`config.mk`:
```
export PLATFORM = sky130hd
export DESIGN_NAME = sehwp_core
export DESIGN_NICKNAME = d
export VERILOG_FILES = /design/src/sehwp_pkg.sv /design/src/sehwp_sync.sv /design/src/sehwp_wcycle.sv /design/src/sehwp_core.sv
export VERILOG_INCLUDE_DIRS = /design/src
export SDC_FILE = /design/constraint.sdc
export NUM_CORES = 1
export LEC_CHECK = 0
export ABC_AREA = 0
export BUFFER_PORTS_ARGS = -buffer_cell sky130_fd_sc_hd__buf_2
export CORE_ASPECT_RATIO = 0.5
export CORE_MARGIN = 3
export CORE_UTILIZATION = 52
export CTS_CLUSTER_DIAMETER = 40
export DETAILED_ROUTE_END_ITERATION = 16
export GPL_TIMING_DRIVEN = 0
export PLACE_DENSITY_LB_ADDON = 0.05
export SLEW_MARGIN = 10
export SYNTH_ARGS = -nofsm -noshare
export SYNTH_HDL_FRONTEND = slang
export SYNTH_SLANG_ARGS = --single-unit
```
`constraint.sdc`:
```
create_clock -name sys_clk_in -period 2.3 [get_ports sys_clk_in]
set_clock_uncertainty 0.2 [all_clocks]
set_input_delay 0 -clock sys_clk_in [delete_from_list [all_inputs] [get_ports sys_clk_in]]
set_output_delay 0 -clock sys_clk_in [all_outputs]
set_load 0.01 [all_outputs]
```
`src/sehwp_defs.svh`:
```
// timing counts and constant values for the serial memory pin-control block
`ifndef SEHWP_DEFS_SVH
`define SEHWP_DEFS_SVH

`define SEHWP_BITS_PER_BYTE   4'h8
`define SEHWP_BIT_CNT_RST     3'h0
`define SEHWP_BIT_LAST        3'h7
`define SEHWP_SHIFT_RST       8'h00
`define SEHWP_WEL_RST         1'b0
// write cycle length in microseconds, and derived cycles at 100 MHz
`define SEHWP_WRITE_TIME_US   5000
`define SEHWP_CLK_MHZ         100
`define SEHWP_WRITE_CYCLES    (`SEHWP_WRITE_TIME_US * `SEHWP_CLK_MHZ)
`define SEHWP_WCNT_W          20

`endif

```
`src/sehwp_pkg.sv`:
```
// types shared by the serial memory pin-control block
package sehwp_pkg;

    // pins seen from the master side
    typedef struct packed {
        logic cs_n;     // chip select, active low
        logic sck;      // serial clock
        logic si;       // serial data in
        logic hold_n;   // pause input, active low
        logic wp_n;     // write protect, active low
    } sehwp_pins_t;

    // serial output pin as two signals
    typedef struct packed {
        logic so;       // driven level
        logic so_oe;    // high while driving
    } sehwp_so_t;

    // link phase states
    typedef enum logic [1:0] {
        SEHWP_IDLE,
        SEHWP_ACTIVE,
        SEHWP_PAUSED
    } sehwp_state_t;

endpackage : sehwp_pkg

```
`src/sehwp_sync.sv`:
```
// two flip-flop synchroniser for the pin inputs
`timescale 1ns/1ps
module sehwp_sync
    import sehwp_pkg::*;
(
    // clock and reset
    input  wire logic        sys_clk_in,
    input  wire logic        sys_rst_in,
    // raw and synced pins
    input  wire sehwp_pins_t pins_in,
    output sehwp_pins_t      pins_out
);

    sehwp_pins_t meta_ff;   // first stage, read only by second stage
    sehwp_pins_t sync_ff;   // second stage

    // reset to idle bus: deselected, hold and protect released
    always_ff @(posedge sys_clk_in) begin
        if (sys_rst_in) begin
            meta_ff <= '{cs_n: 1'b1, sck: 1'b0, si: 1'b0, hold_n: 1'b1, wp_n: 1'b1};
            sync_ff <= '{cs_n: 1'b1, sck: 1'b0, si: 1'b0, hold_n: 1'b1, wp_n: 1'b1};
        end else begin
            meta_ff <= pins_in;
            sync_ff <= meta_ff;
        end
    end

    assign pins_out = sync_ff;

endmodule : sehwp_sync

```
`src/sehwp_wcycle.sv`:
```
// self-timed nonvolatile write cycle timer
`timescale 1ns/1ps
`include "sehwp_defs.svh"
module sehwp_wcycle
    import sehwp_pkg::*;
#(
    parameter int unsigned WRITE_CYCLES = `SEHWP_WRITE_CYCLES
)(
    // clock and reset
    input  wire logic sys_clk_in,
    input  wire logic sys_rst_in,
    // start request and busy status
    input  wire logic start_in,
    output logic      busy_out,
    output logic      done_out
);

    logic [`SEHWP_WCNT_W-1:0] cnt_ff;   // remaining cycles
    logic                     busy_ff;  // cycle running
    logic                     done_ff;  // one-cycle end pulse

    // once started, nothing but reset stops the cycle
    always_ff @(posedge sys_clk_in) begin
        if (sys_rst_in) begin
            cnt_ff  <= '0;
            busy_ff <= 1'b0;
            done_ff <= 1'b0;
        end else begin
            done_ff <= 1'b0;
            if (!busy_ff && start_in) begin
                busy_ff <= 1'b1;
                cnt_ff  <= `SEHWP_WCNT_W'(WRITE_CYCLES - 1);
            end else if (busy_ff) begin
                if (cnt_ff == '0) begin
                    busy_ff <= 1'b0;
                    done_ff <= 1'b1;
                end else begin
                    cnt_ff <= cnt_ff - 1'b1;
                end
            end
        end
    end

    assign busy_out = busy_ff;
    assign done_out = done_ff;

endmodule : sehwp_wcycle

```
`src/sehwp_core.sv`:
```
// pin-level control: sampling, output timing, pause and write protection
`timescale 1ns/1ps
`include "sehwp_defs.svh"

// the block sits between the serial pins and the memory core; it owns
// pin timing, the pause function and the hardware write protection,
// while instruction decoding is left to the core behind it; every pin
// effect lags the pin by the synchroniser, so the link clock must stay
// slow against the system clock

// Behaviour
// - protect low refuses array and status writes
// - protect low clears latch, inhibits programming
// - running write cycle finishes despite protect
// - sample serial input on clock rise
// - change serial output after clock fall
// - pause suspends sequence, keeps state
// - pause taken only while clock low
// - paused: ignore input, clock, output pins
// - resume only when released with clock low
// - pause low floats serial output at once
// - latch set by enable, cleared after writes
// - deselected: serial output floats
module sehwp_core
    import sehwp_pkg::*;
#(
    parameter int unsigned WRITE_CYCLES = `SEHWP_WRITE_CYCLES
)(
    // clock and reset
    input  wire logic        sys_clk_in,
    input  wire logic        sys_rst_in,
    // serial pins from the master
    input  wire sehwp_pins_t pins_in,
    output sehwp_so_t        so_pin_out,
    // memory core side: decoded byte stream
    output logic [7:0]       rx_byte_out,
    output logic             rx_valid_out,
    input  wire logic [7:0]  tx_byte_in,
    output logic             tx_load_out,
    // core requests
    input  wire logic        wren_cmd_in,
    input  wire logic        write_req_in,
    // status toward the core
    output logic             write_enable_latch_out,
    output logic             write_busy_out,
    output logic             write_refused_out,
    output logic             paused_out
);

    // internal state; every register below resets with the block
    sehwp_pins_t  pin_s;            // synchronised pins
    logic         sck_d_ff;         // previous clock sample
    logic         cs_d_ff;          // previous select sample
    logic         sck_rise;         // clock rising edge
    logic         sck_fall;         // clock falling edge
    logic         cs_rise;          // deselect edge
    sehwp_state_t state_ff;         // link phase
    logic         pause_pend_ff;    // pause waits for clock fall
    logic [2:0]   bit_cnt_ff;       // bit position in byte
    logic [7:0]   rx_sh_ff;         // input shifter
    logic [7:0]   tx_sh_ff;         // output shifter
    logic [7:0]   rx_byte_ff;       // last full byte
    logic         rx_valid_ff;      // one-cycle byte pulse
    logic         so_ff;            // output level
    logic         wel_ff;           // write enable latch
    logic         wr_armed_ff;      // write awaits deselect
    logic         refused_ff;       // refused-write pulse
    logic         wc_start;         // start a programming cycle
    logic         wc_busy;          // programming cycle running
    logic         wc_done;          // programming cycle ended
    logic         active;           // selected and not paused
    logic         hold_d_ff;        // previous pause-input sample
    logic         hold_rise;        // pause input released

    // byte framing decodes shared by the load strobe and both shifters
    function automatic logic is_first_bit(input logic [2:0] cnt);
        // the counter wraps after the eighth bit, so zero marks byte start
        return (cnt == `SEHWP_BIT_CNT_RST);
    endfunction : is_first_bit

    function automatic logic is_last_bit(input logic [2:0] cnt);
        // eighth bit of the byte completes the input shifter
        return (cnt == `SEHWP_BIT_LAST);
    endfunction : is_last_bit

    // every pin crosses into the system clock through two flip-flops;
    // the cost is a two-cycle lag on all pin-driven behaviour, so the
    // link clock must stay well below a quarter of the system clock
    sehwp_sync u_sync (
        .sys_clk_in (sys_clk_in),
        .sys_rst_in (sys_rst_in),
        .pins_in    (pins_in),
        .pins_out   (pin_s)
    );

    // self-timed programming cycle; once started it runs to its end,
    // which is what lets a protect edge mid-cycle pass harmlessly;
    // the core sees only the busy level, never the remaining count
    sehwp_wcycle #(
        .WRITE_CYCLES (WRITE_CYCLES)
    ) u_wcycle (
        .sys_clk_in (sys_clk_in),
        .sys_rst_in (sys_rst_in),
        .start_in   (wc_start),
        .busy_out   (wc_busy),
        .done_out   (wc_done)
    );

    // edge history of the synchronised clock, select and pause input
    // the clock history resets low, so a clock that idles high shows one
    // false rise after reset; select is still high then, which clears
    // the bit counter, so the false edge is harmless
    // the pause history resets high, its idle level, for the same reason
    always_ff @(posedge sys_clk_in) begin
        if (sys_rst_in) begin
            sck_d_ff  <= 1'b0;
            cs_d_ff   <= 1'b1;
            hold_d_ff <= 1'b1; // pause input idles high
        end else begin
            sck_d_ff  <= pin_s.sck;
            cs_d_ff   <= pin_s.cs_n;
            hold_d_ff <= pin_s.hold_n;
        end
    end

    // single-cycle edge strobes on the synchronised pins
    assign sck_rise  = pin_s.sck & ~sck_d_ff;
    assign sck_fall  = ~pin_s.sck & sck_d_ff;
    assign cs_rise   = pin_s.cs_n & ~cs_d_ff;
    assign hold_rise = pin_s.hold_n & ~hold_d_ff;
    // shifting is allowed only in the active phase with select still low
    assign active    = (state_ff == SEHWP_ACTIVE) & ~pin_s.cs_n;

    // link phase: idle, active, paused
    // pause relies on the master keeping hold high when unused
    // and select low throughout the pause a deselect still
    // drops to idle so a stray pause cannot wedge the link
    // the pending flag remembers a pause asked for while the clock was
    // high; the pause itself is taken once the clock is seen low with hold still low
    always_ff @(posedge sys_clk_in) begin
        if (sys_rst_in) begin
            state_ff      <= SEHWP_IDLE;
            pause_pend_ff <= 1'b0;
        end else begin
            case (state_ff)
                SEHWP_IDLE: begin
                    // a falling select starts a fresh sequence
                    pause_pend_ff <= 1'b0;
                    if (!pin_s.cs_n) begin
                        state_ff <= SEHWP_ACTIVE;
                    end
                end
                SEHWP_ACTIVE: begin
                    // deselect ends the sequence; a pause needs the clock low
                    if (pin_s.cs_n) begin
                        state_ff      <= SEHWP_IDLE;
                        pause_pend_ff <= 1'b0;
                    end else if (!pin_s.hold_n && !pin_s.sck) begin
                        state_ff      <= SEHWP_PAUSED;
                        pause_pend_ff <= 1'b0;
                    end else if (!pin_s.hold_n || pause_pend_ff) begin
                        // hold fell with clock high: wait for the fall
                        pause_pend_ff <= 1'b1;
                    end
                end
                SEHWP_PAUSED: begin
                    // clock and data edges are ignored here
                    if (pin_s.cs_n) begin
                        // deselect abandons the paused sequence
                        state_ff <= SEHWP_IDLE;
                    end else if (hold_rise && !pin_s.sck) begin
                        // only a release seen with the clock low resumes; a
                        // release with the clock high leaves the link paused
                        state_ff <= SEHWP_ACTIVE;
                    end
                end
                // unused encoding: fall back to idle
                default: begin
                    state_ff      <= SEHWP_IDLE;
                    pause_pend_ff <= 1'b0;
                end
            endcase
        end
    end

    // input shifter and bit counter; frozen while paused
    // a partial byte at deselect is dropped: the counter restarts at zero
    // and the half-filled shifter is simply overwritten by the next frame
    // valid is a one-cycle pulse; the byte register holds until the next
    always_ff @(posedge sys_clk_in) begin
        if (sys_rst_in) begin
            bit_cnt_ff  <= `SEHWP_BIT_CNT_RST;
            rx_sh_ff    <= `SEHWP_SHIFT_RST;
            rx_byte_ff  <= `SEHWP_SHIFT_RST;
            rx_valid_ff <= 1'b0;
        end else begin
            rx_valid_ff <= 1'b0;
            if (pin_s.cs_n) begin
                // deselected: counter parked at the byte start
                bit_cnt_ff <= `SEHWP_BIT_CNT_RST; // new frame starts at bit 0
            end else if (active && sck_rise && pin_s.hold_n) begin
                rx_sh_ff   <= {rx_sh_ff[6:0], pin_s.si};
                bit_cnt_ff <= bit_cnt_ff + 3'h1;
                // eighth bit: hand the whole byte to the core
                if (is_last_bit(bit_cnt_ff)) begin
                    rx_byte_ff  <= {rx_sh_ff[6:0], pin_s.si};
                    rx_valid_ff <= 1'b1;
                end
            end
            // paused: no branch taken, all bits held
        end
    end

    // load strobe: the core's next byte is taken on the first falling
    // clock edge of each byte, the same edge that drives its top bit out;
    // the core must have the byte ready before that edge
    assign tx_load_out = active & sck_fall & pin_s.hold_n & is_first_bit(bit_cnt_ff);

    // output shifter moves only on a falling clock edge
    // the bit counter advances on the rise, so at a fall it already names
    // the bit about to go out; zero means the byte must be reloaded
    always_ff @(posedge sys_clk_in) begin
        if (sys_rst_in) begin
            tx_sh_ff <= `SEHWP_SHIFT_RST;
            so_ff    <= 1'b0;
        end else if (active && sck_fall && pin_s.hold_n) begin
            if (is_first_bit(bit_cnt_ff)) begin
                // fresh byte from the core, top bit first
                so_ff    <= tx_byte_in[7];
                tx_sh_ff <= {tx_byte_in[6:0], 1'b0};
            end else begin
                // remaining bits of the current byte
                so_ff    <= tx_sh_ff[7];
                tx_sh_ff <= {tx_sh_ff[6:0], 1'b0};
            end
        end
    end

    // output enable: off when deselected, paused, or hold low
    // the pause input is read straight from the synchroniser rather than
    // through the phase register, so the float does not wait for a clock
    // edge; the two-flop lag is the price of a safe crossing
    always_comb begin
        so_pin_out.so    = so_ff;
        so_pin_out.so_oe = active & pin_s.hold_n;
    end

    // write enable latch; protect low wins over an enable command
    // an enable arriving in the cycle a write ends is kept, so the
    // end-of-write clear cannot swallow a fresh instruction
    always_ff @(posedge sys_clk_in) begin
        if (sys_rst_in) begin
            wel_ff <= `SEHWP_WEL_RST; // cleared at power-up
        end else if (!pin_s.wp_n) begin
            // protect low holds the latch clear, whatever the core asks
            wel_ff <= 1'b0;
        end else if (wren_cmd_in) begin
            // only the enable instruction sets the latch
            wel_ff <= 1'b1;
        end else if (wc_done) begin
            // a finished write consumes the enable
            wel_ff <= 1'b0;
        end
    end

    // write arming: a legal write waits for deselect to start
    // a refused request only pulses the refusal flag; it never arms, so
    // a later deselect cannot start a write the core was told was refused
    always_ff @(posedge sys_clk_in) begin
        if (sys_rst_in) begin
            wr_armed_ff <= 1'b0;
            refused_ff  <= 1'b0;
        end else begin
            refused_ff <= 1'b0;
            if (write_req_in && (!pin_s.wp_n || !wel_ff || wc_busy)) begin
                refused_ff <= 1'b1;
            end
            if (!pin_s.wp_n) begin
                // protect low disarms at once, even after a legal request
                wr_armed_ff <= 1'b0;
            end else if (cs_rise) begin
                // end of frame: the cycle starts now or the request lapses
                wr_armed_ff <= 1'b0;
            end else if (write_req_in && wel_ff && !wc_busy) begin
                wr_armed_ff <= 1'b1;
            end
        end
    end

    // start only with protect high; a running cycle ignores protect
    // the busy term is a guard only: arming already needs the timer idle,
    // but a second start must never restart a running count
    assign wc_start = cs_rise & wr_armed_ff & pin_s.wp_n & ~wc_busy;

    // outputs toward the core
    // all but the busy flag and the phase decode come straight from
    // this module's own registers
    assign rx_byte_out            = rx_byte_ff;
    assign rx_valid_out           = rx_valid_ff;
    assign write_enable_latch_out = wel_ff;
    assign write_busy_out         = wc_busy;
    assign write_refused_out      = refused_ff;
    assign paused_out             = (state_ff == SEHWP_PAUSED);

endmodule : sehwp_core

```
* After elaboration in Yosys (flattened, before gate mapping)
Index checks and enable logic that the tools add are counted.
** Operators by class
- Bitwise gates (word level) :: 21
- $add $sub $neg :: 2
- Reductions and logical operators :: 33
- Equality and inequality tests :: 7
- Multiplexer cells :: 19
** Operators by type and width (count)
- 19-bit two-way mux :: 3
- 20-bit zero test :: 1
- 20-bit by 1-bit subtractor with 20-bit output (second input constant) :: 1
- 1-bit bitwise AND :: 12
- 1-bit logical AND :: 10
- 2-bit two-way mux :: 5
- 1-bit two-way mux :: 9
- 1-bit NOT :: 9
- 3-bit OR reduction :: 3
- 8-bit two-way mux :: 1
- 3-bit by 1-bit inequality test with 1-bit output (second input constant) :: 2
- 2-bit case mux with 3 select lines :: 1
- 2-bit AND reduction :: 3
- 3-bit AND reduction :: 2
- 2-bit OR reduction :: 3
- 1-bit zero test :: 5
- 2-bit nonzero test :: 2
- 3-bit by 1-bit adder with 3-bit output (second input constant) :: 1
- 3-bit == test (second input constant) :: 1
- 3-bit zero test :: 1
- 2-bit by 1-bit == test with 1-bit output (second input constant) :: 1
- 2-bit == test (second input constant) :: 1
- 2-bit zero test :: 1
- 1-bit logical OR :: 2
- other kinds (2) :: 2
** Word-level totals
- Input bits :: 17
- Logic and storage cells :: 109
- Output and inout bits :: 16
- Bits in registers :: 68

* Longest topological paths before layout
- Word-level depth :: 8
- Depth in mapped cells :: 9
- Depth with buffers taken out :: 6

* Cells and area by module
A second synthesis with hierarchy kept.
** Second synthesis, totals
- Cells, all modules :: 324
- Area total of the unflattened synthesis :: 3029.2 sq um
** Modules (own cells, without submodules)
- sehwp_core :: times used 1, area an instance 1555.2 sq um, cells an instance 151, seq. area each 700.7 sq um
- sehwp_wcycle :: times used 1, area an instance 1211.2 sq um, cells an instance 153, seq. area each 440.4 sq um
- sehwp_sync :: times used 1, area an instance 262.8 sq um, cells an instance 20, seq. area each 200.2 sq um

* Worst setup path before layout
No wires, ideal clock.
- Kind :: reg-to-reg
- Start point :: register u_wcycle.cnt_ff[2]
- End point :: register u_wcycle.cnt_ff[18]
- Arrival :: 2.221 ns
- Cell stages (with the launch flop) :: 8
- Path slack :: -0.196 ns
- Path through :: dfxtp_1 buf_6 or4_4 buf_6 or4_4 buf_6 or4_1 a31oi_1
** On the way
- Longest elaborated chain between the ends :: 4
- Elaborated cells on any way between the ends :: 7
** RTL lines
- start: declaration :: RTL line sehwp_wcycle.sv:18 : logic [`SEHWP_WCNT_W-1:0] cnt_ff;
- start signal: assignment :: RTL line sehwp_wcycle.sv:32 : cnt_ff <= `SEHWP_WCNT_W'(WRITE_CYCLES - 1);
- start signal: assignment :: RTL line sehwp_wcycle.sv:38 : cnt_ff <= cnt_ff - 1'b1;
- 20-bit by 1-bit subtractor with 20-bit output :: RTL line sehwp_wcycle.sv:38
- 19-bit two-way mux :: RTL line sehwp_wcycle.sv:34 : if (cnt_ff == '0) begin
- 19-bit two-way mux :: RTL line sehwp_wcycle.sv:33 : end else if (busy_ff) begin
- 19-bit two-way mux :: RTL line sehwp_wcycle.sv:30 : if (!busy_ff && start_in) begin
Several ways; a longest one is shown, not always the timed one. The select of a mux whose other input is x is not followed.
A chain may end at the register's enable or synchronous reset.

* Worst setup path after layout
- Start point :: register u_wcycle.cnt_ff[5]
- End point :: register u_wcycle.cnt_ff[18]
Same word-level chain as after synthesis.

==> results.yml <==
outcome:
  outcome: "finished, violations left"
  violations: "negative setup slack"
placed_design:
  portBuffers: 32
  dp_slack_ns: -0.537
  dpl_cell_area_mm2: 0.00308
  dpl.hpwl_um: 4170
  routabilityCongestion: 0.826
hold_path:
  hold_path_class: "in -> reg"
  worstHoldEndpoint: "u_sync.meta_ff[0]$_SDFF_PP1_"
  hold_path_depth: 3
  min_from: "pins_in[0]"
logic_synthesis:
  seq_area_frac_synth_pct: 47.4
  yosys-mux-area-fraction_pct: 9.24
  synth_area_mm2: 0.00283
  synth-simple-area-share_pct: 23.4
  synth_edf_count: 0
  synth_largest_area_cell: "dfxtp_1"
  synth_common_cells: "dfxtp_1 (67), nor2_1 (33), mux2i_1 (25)"
  synth_top_family_by_area: "simple AND/OR/NAND/NOR gates"
  synth-seq-cells: 67
  synth_fp_nets: 317
  netlist.area_leader.share_pct: 47.4
  synth_top_cells_by_area: "dfxtp_1 (47%), mux2i_1 (8.8%), nor2_1 (4.4%), a21oi_1 (2.7%), or2_2 (2.7%)"
  synthAdderAreaFrac_pct: 2.21
  synth-main-ff-cell: "dfxtp_1"
  synth_most_common_cell: "dfxtp_1"
  synth_cells: 295
  synthArstFlopShare_pct: 0
  syn_area_per_cell_um2: 9.59
  yosysWarnings: 0
  synth-compound-area-share_pct: 13.1
  synth.distinct_cells: 47
  synth-xor-area-share_pct: 0.309
global_route:
  antenna_found_initial: 0
  grt_pass1_vias: 2345
  grt_max_degree: 14
  track_usage_pct: 21.8
  grt_overflow: 0
  grt_pass1_wl_um: 10900
finish:
  drive_gt1_share_pct: 26.2
  final_cell_area_mm2: 0.00366
  final_nets: 383
  fin_util_pct: 71.8
  area_growth_pct: 29.2
  diodes: 0
die:
  ios: 33
  die-area_mm2: 0.00642
  rows: 18
  start_util_pct: 55.6
  die_y_um: 58.2
  die_w_um: 110
  core-area_mm2: 0.00509
job:
  maxCapViolations: 0
timing:
  worst_pin_slew_ns: 0.708
  setup_slack_ns: -0.0783
  slew-limit-headroom_pct: 52.8
  max_freq_ghz: 0.420
  finalCritPeriodShare_pct: 103
  hold_viol: 0
  drv_slew: 0
  rsz0062_at_grt: "true"
  period_needed_ns: 2.38
  setup_viol: 1
worst_setup_path:
  ff2ff_setup_slack_ns: -0.08
  required_ns: 2.36
  worstSetupEndpointType: "register"
  criticalPathCategory: "reg -> reg"
  r2r-start: "u_wcycle.cnt_ff[5]$_SDFFE_PP0P_"
  timing.rr.end: "u_wcycle.cnt_ff[18]$_SDFFE_PP0P_"
  crit_slowest_cell: "or4_4"
  crit_path_start_kind: "register"
  reg2regPathDepth: 5
  path_cells: "or4_4 -> or4_4 -> buf_6 -> or4_4 -> a31oi_2"
  slowest_delay_ns: 0.55
  path_common_cell: "or4_4"
  path_max_fanout: 5
  arrival_ns: 2.44
route:
  drtPass1Iterations: 4
  route.detailed.vias_per_inst: 5.72
  drt-wirelength-per-cell_um: 15.1
  via_count: 2495
  drc_errors: 0
  antenna_left: 0
  drtIter0Drc: 190
  wirelength_um: 6590
clocking:
  cts_sinks: 67
  clockBufferDepth: 2
  clkLatencyLatePin_ns: 0.34
  cts.reportedPaths.clkPinSlew_ns: 0.08
  root_buffer: "clkbuf_8"
  h-tree-depth: 3
  cts_buffers: 9
  cts_tree: "done"
power:
  ir_worst_vdd_mv: 0.358
  p_leak_nw: 1.63
  power_density_mw_per_mm2: 661
==> routing by layer <==
layer	track usage (%)	part of all wire, %	wire (um)
met5	0	0	0
met3	7.01	5.0	331
met2	36.4	49	3230
met1	26.8	45	2970
met4	7.72	0.85	56
==> worst max-delay path by stage <==
| stage | start | end | slack, ns | depth (start not counted) |
|---|---|---|---|---|
| 6_report | u_wcycle.cnt_ff[5]$_SDFFE_PP0P_ | u_wcycle.cnt_ff[18]$_SDFFE_PP0P_ | -0.08 | 5 |
| 5_1_grt | u_wcycle.cnt_ff[5]$_SDFFE_PP0P_ | u_wcycle.cnt_ff[18]$_SDFFE_PP0P_ | -0.12 | 5 |
| 4_1_cts | u_wcycle.cnt_ff[5]$_SDFFE_PP0P_ | u_wcycle.cnt_ff[18]$_SDFFE_PP0P_ | -0.11 | 5 |
| 3_5_place_dp | u_wcycle.cnt_ff[0]$_SDFFE_PP0P_ | u_wcycle.cnt_ff[5]$_SDFFE_PP0P_ | -0.54 | 9 |
| 3_3_place_gp | u_wcycle.cnt_ff[0]$_SDFFE_PP0P_ | u_wcycle.cnt_ff[5]$_SDFFE_PP0P_ | -0.49 | 9 |
| 2_1_floorplan | u_wcycle.cnt_ff[2]$_SDFFE_PP0P_ | u_wcycle.cnt_ff[18]$_SDFFE_PP0P_ | -0.13 | 7 |
==> logic make-up (layout without fill, tap and decap cells) <==
group / after synthesis / in the layout
AND/OR/NAND/NOR: 113 / 113
flip-flops: 67 / 67
AO/OA/AOI/OAI: 57 / 57
multiplexers: 26 / 26
buffers and inverters: 26 / 97
adder cells (fa/ha/maj): 5 / 5
XOR/XNOR: 1 / 1
==> sequential cells by signal, summed over array words and instances (netlist names), 2 cells and up <==
| signal | cells |
|---|---|
| state_ff | 2 |
| u_sync.pins_out | 5 |
| tx_sh_ff | 7 |
| rx_sh_ff | 7 |
| u_wcycle.cnt_ff | 20 |
| u_sync.meta_ff | 5 |
| bit_cnt_ff | 3 |
| rx_byte_out | 8 |
==> layout make-up <==
cell class,count,area (um2)
plain buffers,17,92.6
clock buffers,10,138
clock inverters,6,97.6
fillers,389,1430
inverters,6,22.5
multi-input cells,202,1460
flip-flops and latches,67,1350
well taps,70,87.6
repair buffers,58,413
==> cells in the final DEF, fill, tap and decap left out, types with 10 or more instances in the layout <==
master / Yosys / final
a21oi_1: 15 / 15
dfxtp_1: 67 / 63
nor2b_1: 10 / 10
mux2i_1: 25 / 25
clkbuf_8: 0 / 10
clkbuf_1: 16 / 10
dlygate4sd3_1: 0 / 19
nor2_1: 33 / 33
or2_2: 12 / 11
buf_2: 0 / 33
o21ai_0: 10 / 10
==> worst max-delay path, delay by kind of cell, from the launching register on <==
kind	cells	cell delay, ns
AND/OR/NAND/NOR	3	1.44
flip-flops	1	0.33
AO/OA/AOI/OAI	1	0.19
buffers and inverters	1	0.15
==> stage by stage <==
stage / setup TNS [ns] / std cells / power, W / hold slack (ns)
finish: -0.0783 / 436 / 0.00242 / 0.183
floorplan: -0.381 / 295 / 0.00125 / -0.0962
global route: -0.663 / 436 / 0.00252 / 0.181
CTS: -0.272 / 434 / 0.00244 / 0.164
global placement: -6.04 / 397 / 0.00129 / -0.0183
detailed placement: -6.89 / 397 / 0.00129 / -0.0144
==> report_power, final <==
| part | switching (W) | leakage, nW | internal, W |
|---|---|---|---|
| sequential | 0.00000966 | 0.545 | 0.00117 |
| combinational | 0.0000537 | 0.962 | 0.0000607 |
| clock | 0.000469 | 0.119 | 0.000653 |
| total | 0.000532 | 1.63 | 0.00189 |
==> what timing repair did <==
action | in CTS | in global routing
setup buffers | 4 | 2
hold endpoints to repair | 22 | 0
pin swaps | 3 | 3
gates cloned | 1 | 0
setup endpoints to repair | 26 | 18
hold buffers | 19 | 0
gates resized for setup | 14 | 15
Note: power is estimated with default switching activity, not from simulation.
